File: config.mk
export PLATFORM = sky130hd
export DESIGN_NAME = fpec_ctrl
export DESIGN_NICKNAME = d
export VERILOG_FILES = /design/src/verilog/fpec_pkg.sv /design/src/verilog/fpec_ctrl.sv
export SDC_FILE = /design/constraint.sdc
export NUM_CORES = 1
export LEC_CHECK = 0
export BUFFER_PORTS_ARGS = -buffer_cell sky130_fd_sc_hd__buf_2
export CELL_PAD_IN_SITES_DETAIL_PLACEMENT = 0
export CELL_PAD_IN_SITES_GLOBAL_PLACEMENT = 1
export CORE_ASPECT_RATIO = 0.8
export CORE_MARGIN = 5
export CORE_UTILIZATION = 35
export DETAILED_ROUTE_END_ITERATION = 7
export GPL_TIMING_DRIVEN = 0
export MAX_ROUTING_LAYER = met4
export PLACE_DENSITY = 0.65
export SLEW_MARGIN = 20
export SYNTH_ARGS = -nofsm -noshare
export SYNTH_HDL_FRONTEND = slang
export SYNTH_SLANG_ARGS = --single-unit
File: constraint.sdc
create_clock -name i_clk_sys -period 6 [get_ports i_clk_sys]
set_input_delay 0.6 -clock i_clk_sys [delete_from_list [all_inputs] [get_ports i_clk_sys]]
set_output_delay 0.6 -clock i_clk_sys [all_outputs]
set_load 0.01 [all_outputs]
File: src/verilog/fpec_pkg.sv
// constants, field positions and bus carrier for the flash program/erase controller
// assumes an 8-bit cpu with special-function and extended-data write/read strobes
package fpec_pkg;
    // special-function register offsets
    localparam logic [7:0]  SFR_MODE   = 8'he1;
    localparam logic [7:0]  SFR_ADDR_H = 8'he9;
    localparam logic [7:0]  SFR_ADDR_M = 8'hea;
    localparam logic [7:0]  SFR_ADDR_L = 8'heb;
    localparam logic [7:0]  SFR_CMD    = 8'hec;
    localparam logic [7:0]  SFR_STAT   = 8'hed;
    localparam logic [7:0]  SFR_TIME   = 8'hee;
    // extended-data offsets
    localparam logic [15:0] XD_SUM_H   = 16'h2f06;
    localparam logic [15:0] XD_SUM_M   = 16'h2f07;
    localparam logic [15:0] XD_SUM_L   = 16'h2f0f;
    localparam logic [15:0] XD_LB_H    = 16'h2f61;
    localparam logic [15:0] XD_LB_L    = 16'h2f62;
    localparam logic [15:0] XD_LT_H    = 16'h2f64;
    localparam logic [15:0] XD_LT_L    = 16'h2f65;
    localparam logic [15:0] XD_UB_H    = 16'h2f67;
    localparam logic [15:0] XD_UB_L    = 16'h2f68;
    localparam logic [15:0] XD_UT_H    = 16'h2f6a;
    localparam logic [15:0] XD_UT_L    = 16'h2f6b;
    localparam logic [15:0] XD_PCTRL   = 16'h2f6c;
    localparam logic [15:0] XD_PBUF    = 16'h8000;
    localparam logic [15:0] PAGE_MASK  = 16'hffc0;
    localparam logic [15:0] XD_SEQ_A   = 16'hf555;
    localparam logic [15:0] XD_SEQ_B   = 16'hfaaa;
    localparam logic [7:0]  SEQ_1      = 8'haa;
    localparam logic [7:0]  SEQ_2      = 8'h55;
    localparam logic [7:0]  SEQ_3      = 8'ha5;
    // command codes and auto-set/clear bits of the command register
    localparam logic [7:0]  CMD_PBRST  = 8'h00;
    localparam logic [7:0]  CMD_ERASE  = 8'h03;
    localparam logic [7:0]  CMD_PROG   = 8'h05;
    localparam logic [7:0]  CMD_EXIT   = 8'h31;
    localparam logic [7:0]  CMD_ASET   = 8'h01;
    localparam logic [7:0]  CMD_ACLR   = 8'h30;
    // reset values
    localparam logic [7:0]  CMD_RST    = 8'h01;
    localparam logic [7:0]  REG_RST    = 8'h00;
    // field positions
    localparam int          MODE_BULK  = 7;
    localparam int          MODE_SEL   = 5;
    localparam int          MODE_OTP   = 3;
    localparam int          MODE_CHK   = 1;
    localparam int          STA_DONE   = 7;
    localparam int          STA_INT    = 3;
    localparam int          STA_PM     = 2;
    localparam int          STA_EM     = 1;
    localparam int          STA_VM     = 0;
    localparam int          PROT_LOCK  = 0;
    localparam int          PROT_UNL   = 1;
    // timing: 10-bit counter, crystal divided by 64
    localparam int          TMR_W      = 10;
    localparam int          CRYS_DIV   = 64;
    localparam int          PRE_W      = $clog2(CRYS_DIV);
    localparam logic [1:0]  TGT_BULK_LO = 2'b11;
    localparam logic        TGT_PE_HI  = 1'b0;
    localparam logic        TGT_PE_LO  = 1'b1;
    localparam logic [15:0] PAGE_LAST  = 16'h003f;
    localparam logic [15:0] ARR_LAST   = 16'hffff;

    typedef struct packed {
        logic        wr;
        logic        rd;
        logic [15:0] addr;
        logic [7:0]  wdata;
    } fpec_bus_s;
endpackage : fpec_pkg
File: src/verilog/fpec_ctrl.sv
// flash program/erase sequencer with timer, checksum verify and write protection
// assumes single-cycle bus strobes and a flash array with one-cycle read latency
`timescale 1ns/1ps
// Function
// - 10-bit timer clocked by crystal divided 64
// - timer clears at start, stops at target
// - bulk target is time value then 11
// - page target is 0, time value, 1
// - verify steps address, sums 24-bit checksum
// - lock window refuses program and erase
// - unlock window overrides overlapping lock, except for bulk erase
// - updates start only by command writes
// - 03 starts erase, 05 starts program
// - 31 leaves program/erase mode
// - many operations allowed per mode session
// - cpu clock halted while operation runs
// - status shows program, erase, verify mode
// - read, program, page and bulk erase, verify
// - completion flag low while busy
// - interrupt flag set at end, cleared at start
// - address registers hold target page
module fpec_ctrl
    import fpec_pkg::*;
(
    input  logic                i_clk_sys,
    input  logic                i_srst,
    input  fpec_pkg::fpec_bus_s i_sfr,
    output logic [7:0]          o_sfr_rdata,
    input  fpec_pkg::fpec_bus_s i_xd,
    output logic [7:0]          o_xd_rdata,
    input  logic                i_crys_clk,
    input  logic [7:0]          i_fl_rdata,
    output logic [15:0]         o_fl_addr,
    output logic [7:0]          o_fl_wdata,
    output logic                o_fl_wr,
    output logic                o_fl_rd,
    output logic                o_fl_prog,
    output logic                o_fl_erase,
    output logic                o_fl_bulk,
    output logic                o_fl_otp,
    output logic                o_cpu_halt
);
    import fpec_pkg::*;

    typedef enum logic [4:0] {
        ST_IDLE  = 5'b00001,
        ST_LOAD  = 5'b00010,
        ST_TIME  = 5'b00100,
        ST_CHECK = 5'b01000,
        ST_DRAIN = 5'b10000
    } fpec_state_e;

    fpec_state_e       state_reg;
    logic [7:0]        mode_reg, addr_h_reg, addr_m_reg, addr_l_reg;
    logic [7:0]        cmd_reg, time_reg;
    logic [15:0]       lb_reg, lt_reg, ub_reg, ut_reg;
    logic [1:0]        prot_reg;
    logic [23:0]       sum_reg;
    logic              session_reg, done_reg, int_reg;
    logic [1:0]        seq_reg;
    logic [7:0]        pbuf_mem [64];
    logic [63:0]       pbuf_vld_reg;
    logic [TMR_W-1:0]  tmr_reg, tgt_reg;
    logic [PRE_W-1:0]  pre_reg;
    logic              crys_s1_reg, crys_s2_reg, crys_s3_reg, tick_reg;
    logic [15:0]       idx_reg;
    logic              op_erase_reg, op_bulk_reg, op_chk_reg, rd_pend_reg;

    logic        sfr_cmd_wr, start_cmd, erase_cmd, bulk_cmd, prot_hit, go;
    logic [15:0] pg_base, last_idx;
    logic        in_lock, in_unl;

    assign sfr_cmd_wr = i_sfr.wr && i_sfr.addr[7:0] == SFR_CMD;
    assign erase_cmd  = i_sfr.wdata == CMD_ERASE;
    // a start is only ever a command-register write inside a mode session
    assign start_cmd  = sfr_cmd_wr && session_reg && state_reg == ST_IDLE
                        && (erase_cmd || i_sfr.wdata == CMD_PROG);
    assign bulk_cmd   = erase_cmd && mode_reg[MODE_BULK] && mode_reg[MODE_SEL];
    assign pg_base    = {addr_m_reg, addr_l_reg} & PAGE_MASK;
    // both bounds inclusive
    assign in_lock    = prot_reg[PROT_LOCK] && pg_base >= lb_reg && pg_base <= lt_reg;
    assign in_unl     = prot_reg[PROT_UNL] && pg_base >= ub_reg && pg_base <= ut_reg;
    // bulk touches every page, so any active lock refuses it
    assign prot_hit   = bulk_cmd ? prot_reg[PROT_LOCK] : (in_lock && !in_unl);
    assign go         = start_cmd && !prot_hit;
    assign last_idx   = op_bulk_reg ? ARR_LAST : PAGE_LAST;

    // crystal pin crossing; s1 feeds only s2
    always_ff @(posedge i_clk_sys)
    begin
        if (i_srst)
        begin
            crys_s1_reg <= 1'b0;
            crys_s2_reg <= 1'b0;
            crys_s3_reg <= 1'b0;
        end
        else
        begin
            crys_s1_reg <= i_crys_clk;
            crys_s2_reg <= crys_s1_reg;
            crys_s3_reg <= crys_s2_reg;
        end
    end

    // divide crystal rising edges by 64; held clear outside the timed phase so
    // every operation gets its full length, not a random first tick
    always_ff @(posedge i_clk_sys)
    begin
        if (i_srst)
        begin
            pre_reg  <= '0;
            tick_reg <= 1'b0;
        end
        else
        begin
            tick_reg <= 1'b0;
            if (state_reg != ST_TIME)
                pre_reg <= '0;
            else if (crys_s2_reg && !crys_s3_reg)
            begin
                pre_reg  <= pre_reg + 1'b1;
                tick_reg <= &pre_reg;
            end
        end
    end

    // special-function registers
    always_ff @(posedge i_clk_sys)
    begin
        if (i_srst)
        begin
            mode_reg   <= REG_RST;
            addr_h_reg <= REG_RST;
            addr_m_reg <= REG_RST;
            addr_l_reg <= REG_RST;
            time_reg   <= REG_RST;
            cmd_reg    <= CMD_RST;
        end
        else
        begin
            // page buffer reset and exit bits self-restore one cycle later
            cmd_reg <= (cmd_reg | CMD_ASET) & ~CMD_ACLR;
            if (i_sfr.wr)
            begin
                case (i_sfr.addr[7:0])
                    SFR_MODE:   mode_reg   <= i_sfr.wdata;
                    SFR_ADDR_H: addr_h_reg <= i_sfr.wdata;
                    SFR_ADDR_M: addr_m_reg <= i_sfr.wdata;
                    SFR_ADDR_L: addr_l_reg <= i_sfr.wdata;
                    SFR_TIME:   time_reg   <= i_sfr.wdata;
                    SFR_CMD:    cmd_reg    <= i_sfr.wdata;
                    default:    ;
                endcase
            end
        end
    end

    // protection window registers, each boundary built from two bytes
    always_ff @(posedge i_clk_sys)
    begin
        if (i_srst)
        begin
            lb_reg   <= '0;
            lt_reg   <= '0;
            ub_reg   <= '0;
            ut_reg   <= '0;
            prot_reg <= '0;
        end
        else if (i_xd.wr)
        begin
            case (i_xd.addr)
                XD_LB_H:  lb_reg[15:8] <= i_xd.wdata;
                XD_LB_L:  lb_reg[7:0]  <= i_xd.wdata;
                XD_LT_H:  lt_reg[15:8] <= i_xd.wdata;
                XD_LT_L:  lt_reg[7:0]  <= i_xd.wdata;
                XD_UB_H:  ub_reg[15:8] <= i_xd.wdata;
                XD_UB_L:  ub_reg[7:0]  <= i_xd.wdata;
                XD_UT_H:  ut_reg[15:8] <= i_xd.wdata;
                XD_UT_L:  ut_reg[7:0]  <= i_xd.wdata;
                XD_PCTRL: prot_reg     <= i_xd.wdata[1:0];
                default:  ;
            endcase
        end
    end

    // mode session: three-write entry, exit command
    always_ff @(posedge i_clk_sys)
    begin
        if (i_srst)
        begin
            seq_reg     <= 2'd0;
            session_reg <= 1'b0;
        end
        else
        begin
            if (i_xd.wr)
            begin
                seq_reg <= 2'd0;
                if (seq_reg == 2'd0 && i_xd.addr == XD_SEQ_A && i_xd.wdata == SEQ_1)
                    seq_reg <= 2'd1;
                else if (seq_reg == 2'd1 && i_xd.addr == XD_SEQ_B && i_xd.wdata == SEQ_2)
                    seq_reg <= 2'd2;
                else if (seq_reg == 2'd2 && i_xd.addr == XD_SEQ_A && i_xd.wdata == SEQ_3)
                    session_reg <= 1'b1;
            end
            if (sfr_cmd_wr && i_sfr.wdata == CMD_EXIT)
                session_reg <= 1'b0;
        end
    end

    // page buffer; unloaded bytes are skipped when programming
    always_ff @(posedge i_clk_sys)
    begin
        if (i_xd.wr && (i_xd.addr & PAGE_MASK) == XD_PBUF)
            pbuf_mem[i_xd.addr[5:0]] <= i_xd.wdata;
    end

    always_ff @(posedge i_clk_sys)
    begin
        if (i_srst)
            pbuf_vld_reg <= '0;
        else if (sfr_cmd_wr && i_sfr.wdata == CMD_PBRST)
            pbuf_vld_reg <= '0;
        else if (i_xd.wr && (i_xd.addr & PAGE_MASK) == XD_PBUF)
            pbuf_vld_reg[i_xd.addr[5:0]] <= 1'b1;
    end

    // operation sequencer
    always_ff @(posedge i_clk_sys)
    begin
        if (i_srst)
        begin
            state_reg    <= ST_IDLE;
            tmr_reg      <= '0;
            tgt_reg      <= '0;
            idx_reg      <= '0;
            op_erase_reg <= 1'b0;
            op_bulk_reg  <= 1'b0;
            op_chk_reg   <= 1'b0;
            done_reg     <= 1'b1;
        end
        else
        begin
            case (state_reg)
                ST_IDLE:
                    if (go)
                    begin
                        tmr_reg      <= '0;
                        idx_reg      <= '0;
                        op_erase_reg <= erase_cmd;
                        op_bulk_reg  <= bulk_cmd;
                        op_chk_reg   <= mode_reg[MODE_CHK];
                        done_reg     <= 1'b0;
                        if (bulk_cmd)
                            tgt_reg <= {time_reg, TGT_BULK_LO};
                        else
                            tgt_reg <= {TGT_PE_HI, time_reg, TGT_PE_LO};
                        state_reg <= erase_cmd ? ST_TIME : ST_LOAD;
                    end
                ST_LOAD:
                begin
                    idx_reg <= idx_reg + 16'd1;
                    if (idx_reg == PAGE_LAST)
                        state_reg <= ST_TIME;
                end
                ST_TIME:
                    if (tmr_reg == tgt_reg)
                    begin
                        // counter holds its final value
                        idx_reg <= '0;
                        if (op_chk_reg)
                            state_reg <= ST_CHECK;
                        else
                        begin
                            state_reg <= ST_IDLE;
                            done_reg  <= 1'b1;
                        end
                    end
                    else if (tick_reg)
                        tmr_reg <= tmr_reg + 1'b1;
                ST_CHECK:
                begin
                    idx_reg <= idx_reg + 16'd1;
                    if (idx_reg == last_idx)
                        state_reg <= ST_DRAIN;
                end
                ST_DRAIN:
                begin
                    state_reg <= ST_IDLE;
                    done_reg  <= 1'b1;
                end
                default:
                    state_reg <= ST_IDLE;
            endcase
        end
    end

    // interrupt flag: completion set wins over a software clear
    always_ff @(posedge i_clk_sys)
    begin
        if (i_srst)
            int_reg <= 1'b0;
        else if (go)
            int_reg <= 1'b0;
        else if ((state_reg == ST_TIME && tmr_reg == tgt_reg && !op_chk_reg)
                 || state_reg == ST_DRAIN)
            int_reg <= 1'b1;
        else if (i_sfr.wr && i_sfr.addr[7:0] == SFR_STAT && !i_sfr.wdata[STA_INT])
            int_reg <= 1'b0;
    end

    // checksum of verify reads; the array answers a cycle after the registered
    // read strobe, so each byte is added two cycles after that strobe
    always_ff @(posedge i_clk_sys)
    begin
        if (i_srst)
        begin
            sum_reg     <= '0;
            rd_pend_reg <= 1'b0;
        end
        else
        begin
            rd_pend_reg <= o_fl_rd;
            if (go)
                sum_reg <= '0;
            else if (rd_pend_reg)
                sum_reg <= sum_reg + {16'h0000, i_fl_rdata};
        end
    end

    // array drive
    always_ff @(posedge i_clk_sys)
    begin
        if (i_srst)
        begin
            o_fl_addr  <= '0;
            o_fl_wdata <= '0;
            o_fl_wr    <= 1'b0;
            o_fl_rd    <= 1'b0;
            o_fl_prog  <= 1'b0;
            o_fl_erase <= 1'b0;
            o_fl_bulk  <= 1'b0;
            o_fl_otp   <= 1'b0;
            o_cpu_halt <= 1'b0;
        end
        else
        begin
            o_fl_addr  <= op_bulk_reg ? idx_reg : (pg_base | idx_reg);
            o_fl_wdata <= pbuf_mem[idx_reg[5:0]];
            o_fl_wr    <= state_reg == ST_LOAD && pbuf_vld_reg[idx_reg[5:0]];
            o_fl_rd    <= state_reg == ST_CHECK;
            o_fl_prog  <= state_reg == ST_TIME && !op_erase_reg;
            o_fl_erase <= state_reg == ST_TIME && op_erase_reg;
            o_fl_bulk  <= state_reg == ST_TIME && op_bulk_reg;
            o_fl_otp   <= mode_reg[MODE_OTP];
            o_cpu_halt <= state_reg != ST_IDLE;
        end
    end

    // register reads, answered the cycle after the strobe
    always_ff @(posedge i_clk_sys)
    begin
        if (i_srst)
        begin
            o_sfr_rdata <= '0;
            o_xd_rdata  <= '0;
        end
        else
        begin
            o_sfr_rdata <= '0;
            o_xd_rdata  <= '0;
            if (i_sfr.rd)
            begin
                case (i_sfr.addr[7:0])
                    SFR_MODE:   o_sfr_rdata <= mode_reg;
                    SFR_ADDR_H: o_sfr_rdata <= addr_h_reg;
                    SFR_ADDR_M: o_sfr_rdata <= addr_m_reg;
                    SFR_ADDR_L: o_sfr_rdata <= addr_l_reg;
                    SFR_CMD:    o_sfr_rdata <= cmd_reg;
                    SFR_TIME:   o_sfr_rdata <= time_reg;
                    SFR_STAT:
                    begin
                        o_sfr_rdata[STA_DONE] <= done_reg;
                        o_sfr_rdata[STA_INT]  <= int_reg;
                        o_sfr_rdata[STA_PM]   <= state_reg != ST_IDLE && !op_erase_reg;
                        o_sfr_rdata[STA_EM]   <= state_reg != ST_IDLE && op_erase_reg;
                        o_sfr_rdata[STA_VM]   <= state_reg == ST_CHECK || state_reg == ST_DRAIN;
                    end
                    default:    ;
                endcase
            end
            if (i_xd.rd)
            begin
                if ((i_xd.addr & PAGE_MASK) == XD_PBUF)
                    o_xd_rdata <= pbuf_mem[i_xd.addr[5:0]];
                else
                begin
                    case (i_xd.addr)
                        XD_SUM_H:  o_xd_rdata <= sum_reg[23:16];
                        XD_SUM_M:  o_xd_rdata <= sum_reg[15:8];
                        XD_SUM_L:  o_xd_rdata <= sum_reg[7:0];
                        XD_LB_H:   o_xd_rdata <= lb_reg[15:8];
                        XD_LB_L:   o_xd_rdata <= lb_reg[7:0];
                        XD_LT_H:   o_xd_rdata <= lt_reg[15:8];
                        XD_LT_L:   o_xd_rdata <= lt_reg[7:0];
                        XD_UB_H:   o_xd_rdata <= ub_reg[15:8];
                        XD_UB_L:   o_xd_rdata <= ub_reg[7:0];
                        XD_UT_H:   o_xd_rdata <= ut_reg[15:8];
                        XD_UT_L:   o_xd_rdata <= ut_reg[7:0];
                        XD_PCTRL:  o_xd_rdata <= {6'h00, prot_reg};
                        default:   ;
                    endcase
                end
            end
        end
    end
endmodule : fpec_ctrl

Word level (Yosys, flattened, before mapping)
Memory sizes are Yosys's and may differ from the RTL's. A register that Yosys moved wholly into a read port is not among the register bits.
Index checks and enable logic that the tools add are counted.
{"block": "totals", "reg_bits": 301, "ram_bits": 512, "inputBits": 63, "output_inout_bits": 47, "wordCells": 229, "mem_count": 1}
{"block": "classes", "add_sub_neg": 4, "order_cmp": 7, "n_eq_ne": 47, "muxes": 37, "n_bitwise": 9, "n_reduce_logical": 79}
{"memory": "pbuf_mem", "depth": 64, "word_bits": 8, "rd": 2, "rd_ports_with_merged_regs": 1, "wr": 1, "line": "fpec_ctrl.sv:61", "rtl": "logic [7:0] pbuf_mem [64];"}
{"operator": "16-bit by 14-bit == test with 1-bit output, second input constant", "count": 12}
{"operator": "8-bit one-hot mux with 12 select lines", "count": 1}
{"operator": "8-bit == test, second input constant", "count": 9}
{"operator": "16-bit two-way mux", "count": 4}
{"operator": "64-bit OR", "count": 1}
{"operator": "16-bit one-hot mux with 3 select lines", "count": 1}
{"operator": "10-bit two-way mux", "count": 4}
{"operator": "1-bit logical AND", "count": 33}
{"operator": "16-bit == test, second input constant", "count": 2}
{"operator": "16-bit >= comparator", "count": 2}
{"operator": "16-bit <= comparator", "count": 2}
{"operator": "2-bit AND reduction", "count": 16}
{"operator": "4-bit one-hot mux with 7 select lines", "count": 1}
{"operator": "24-bit by 8-bit adder with 24-bit output", "count": 1}
{"operator": "5-bit two-way mux", "count": 4}
{"operator": "10-bit one-hot mux with 2 select lines", "count": 1}
{"operator": "5-bit one-hot mux with 4 select lines", "count": 1}
{"operator": "3-bit one-hot mux with 6 select lines", "count": 1}
{"operator": "16-bit by 1-bit adder with 16-bit output, second input constant", "count": 1}
{"operator": "16-bit == test", "count": 1}
{"operator": "16-bit by 6-bit == test with 1-bit output, second input constant", "count": 1}
{"operator": "16-bit OR", "count": 1}
{"operator": "4-bit AND reduction", "count": 4}
{"operator": "6-bit by 7-bit < comparator with 1-bit output, second input constant", "count": 2}
{"operator": "other kinds (39)", "count": 77}

Longest topological paths before layout
{"block": "depth", "word_depth": 10, "ltp_mapped": 11, "depth_no_buf": 10}

Worst setup path before layout
No wires, ideal clock.
{"block": "synth_path", "path_kind": "input to register", "from": "input port i_xd[8] in the netlist's numbering", "to": "memory pbuf_mem[61][0], enable pin", "setup_ns": 0.374, "arrival_time_ns": 2.463, "required_time_ns": 5.626, "setup_slack_ns": 3.163, "cell_stages": 7, "n_path_buf": 4, "path_cell_list": "buf_2 buf_2 buf_2 clkbuf_1 nor3b_1 nand2_1 nor2_1"}
{"element": "from (decl)", "line": "fpec_ctrl.sv:29", "rtl": "input fpec_pkg::fpec_bus_s i_xd,"}
{"element": "to (decl)", "line": "fpec_ctrl.sv:61"}
Straight into the memory's write port.

Final worst setup path
{"block": "layout_path", "from": "input port i_xd[8] in the netlist's numbering", "to": "memory pbuf_mem[37][6], enable pin"}
Straight into the memory's write port.

==> qor.yml <==
final_layout:
  final_nets: 2932
  finish.instance_area_mm2: 0.0435
  largest_reg_flops: 512
  fillers: 9981
  final_cell_count_no_fill: 4323
  layout-drive-gt1-share_pct: 24.1
  syn2layout_area_growth_pct: 14.1
placed_design:
  gp_congestion: 0.952
  hpwl_um: 94600
  place_area_mm2: 0.0404
  place_inst: 4157
  dpl_worst_slack_ns: 1.01
  port_buffers: 92
critical_path:
  r2r_slack_ns: 1.73
  r2r-start: "idx_reg[1]"
  path_buf_inv: 4
  slowest_stage: "nor2_1"
  arrival_ns: 4.65
  path_class: "in2reg"
  crit_family: "simple AND/OR/NAND/NOR gates"
  critical_path.endpoint_type: "register"
  required_ns: 6.30
  critPathMaxFanout: 10
  crit_chain: "buf_2, buf_2, buf_2, clkbuf_1, nor3b_1, nand2_1, nor2_1"
  rr_endpoint: "o_fl_wr"
  critical_path.max_stage_delay_ns: 1.00
  ff2ff_path_depth: 8
  crit_top_cell: "buf_2"
  cp-start-kind: "primary input"
routing:
  wl_per_cell_um: 30.5
  via_per_inst: 6.00
  ant_nets: 0
  routed_wl_um: 132000
  drcViolationCount: 0
  first_pass_iters: 6
  vias: 26000
  drt_iter0_markers: 3508
power:
  irDropWorstVdd_mv: 0.268
  p_leak_nw: 13.9
  power_density_mw_per_mm2: 282
clock_network:
  cts.htree.levels: 3
  post_cts_buffers: 0
  cts_resized: 0
  clk_pin_slew_ns: 0.06
  root_buffer: "clkbuf_16"
  numClockSinks: 821
  cts_tree: "built"
  cts_hold_buf: 0
  cts.path.max_buffers: 3
  clk_latency_ns: 0.70
  cts_buffers: 88
synth:
  ys_top_cells_by_count: "edfxtp_1 (512), mux4_2 (344), dfxtp_1 (309)"
  yosysMostFrequentCell: "edfxtp_1"
  synth_top_area_share_pct: 40.4
  netlist_area_mm2: 0.0381
  synth_cells: 2634
  synth_area_leaders: "edfxtp_1 (40%), mux4_2 (20%), dfxtp_1 (16%), mux2i_1 (2.2%), nor2_1 (2.2%)"
  async_flop_share_pct: 0
  synth_nets: 2749
  synth_seq_area_share_pct: 56.6
  avgSynthCellArea_um2: 14.5
  yosysTopAreaCell: "edfxtp_1"
  synth_flop_cell: "edfxtp_1"
  synth_seq_cells: 821
  yosysUniqueCellTypes: 77
  synth_warnings: 0
  synth_edf_count: 512
min_path:
  hp-class: "in2reg"
  hp-start: "i_crys_clk"
  hold_path_depth: 2
  hold_path_end: "crys_s1_reg"
timing:
  min_period_ns: 4.35
  finalSetupViolations: 0
  final-hold-violation-count: 0
  final.period_utilization_pct: 72.5
  worst_pin_slew_ns: 1.23
  fmax_ghz: 0.230
  maxSlewViolCount: 0
  setup_slack_ns: 1.65
  rsz0062_at_grt: "no"
  fin_skew_ns: 0.0343
  tns_ns: 0
  hold_slack_ns: 0.173
  relSlewSlack_pct: 18.2
grt:
  overflow: 0
  grt_pass1_vias: 25400
  grtUsageMet3_pct: 7.92
  use_met2_pct: 33.6
  use_met1_pct: 31.5
  antenna_found_initial: 2
  grt_first_pass_wirelength_um: 186000
  track_usage_pct: 23.2
  busiest_layer: "met2"
  grt_max_degree: 67
floorplan:
  rows: 108
  ios: 110
  floorplan.core_area_mm2: 0.108
  initial_core_util_pct: 35.2
  die-height_um: 305
  die_area_mm2: 0.116
  die_x_um: 379
job:
  cap_viol_max_count: 0
outcome:
  outcome: "complete, no violations"
## area by class of cell
cell class | instances | area (um2) | area share, %
sequential | 821 | 21600 | 49.6
tap | 1430 | 1790 | 4.12
inverter | 62 | 233 | 0.535
clock inverter | 47 | 528 | 1.21
multi-input combinational | 1580 | 15600 | 36.0
timing repair buffer | 93 | 492 | 1.13
antenna | 1 | 2.50 | 0.00576
buffer | 171 | 742 | 1.71
clock buffer | 118 | 2470 | 5.68
## layer usage
layer,share of wire [%],vias to the layer above
met2,44,1391
met4,2.6,0
met3,12,194
met5,0,-
li1,-,10800
met1,41,13600
## cell usage in the layout, fill, tap and decap left out, drive strengths merged, types with 10 or more instances in the layout
cell type,synthesis,layout
a2111oi,11,11
a21oi,132,132
a221oi,25,25
a22o,14,14
a22oi,15,15
a311oi,11,11
and2,20,20
and3,15,15
buf,64,156
clkbuf,107,226
clkinv,2,32
dfxtp,309,309
edfxtp,512,512
ha,51,51
inv,60,64
mux2,25,25
mux2i,85,85
mux4,344,344
nand2,183,183
nand2b,10,10
nand3,54,54
nand4,25,25
nor2,224,224
nor2b,23,23
nor3,28,28
nor4,23,23
o21a,70,70
o21ai,27,27
or3,18,18
or4,11,11
xnor2,11,11
xor2,17,17
## power by group
part	total [W]	switching (W)	leakage (nW)	internal, W
Sequential	0.00599	0.00000369	7.09	0.00599
Combinational	0.000570	0.000392	5.39	0.000178
Clock	0.00568	0.00238	1.46	0.00330
## cells by family (layout without fill, tap and decap cells)
| logic type | after synthesis | count (layout) | share of synthesized area (%) |
|---|---|---|---|
| simple gates | 674 | 674 | 8.45 |
| flops | 821 | 821 | 56.6 |
| other cells | 0 | 1 | 0 |
| buf+inv | 233 | 491 | 2.51 |
| compound gates | 372 | 372 | 6.76 |
| mux | 454 | 454 | 23.3 |
| xor+xnor | 28 | 28 | 0.644 |
| fa+ha+maj | 52 | 52 | 1.73 |
## worst max-delay path by stage
stage / slack, ns / from / depth (start not counted) / endpoint
global route: 1.66 / i_xd[8] / 7 / pbuf_mem[53][5]
CTS: 1.75 / idx_reg[1] / 8 / o_fl_wr
global placement: 1.00 / i_xd[8] / 7 / pbuf_mem[61][2]
floorplan: 3.16 / i_xd[8] / 7 / pbuf_mem[61][0]
detailed placement: 1.01 / i_xd[8] / 7 / pbuf_mem[45][0]
finish: 1.65 / i_xd[8] / 7 / pbuf_mem[37][6]
## worst register-to-register path, stage by stage, from the launching register on
cell and delay (ns):
dfxtp_1 0.49, buf_2 0.28, buf_2 0.46, clkbuf_1 0.95, mux4_2 0.44, mux2i_1 0.19, nor3_1 0.21, a2111oi_0 0.11
a2111oi_0 0.93
## per-stage QoR
stage / total power, W / utilization, %
finish: 0.0122 / 40.2
global route: 0.0126 / 40.2
CTS: 0.0123 / 40.1
detailed placement: 0.00667 / 37.3
global placement: 0.00666 / 37.3
floorplan: 0.00640 / -
(Power assumes the default switching activity.)
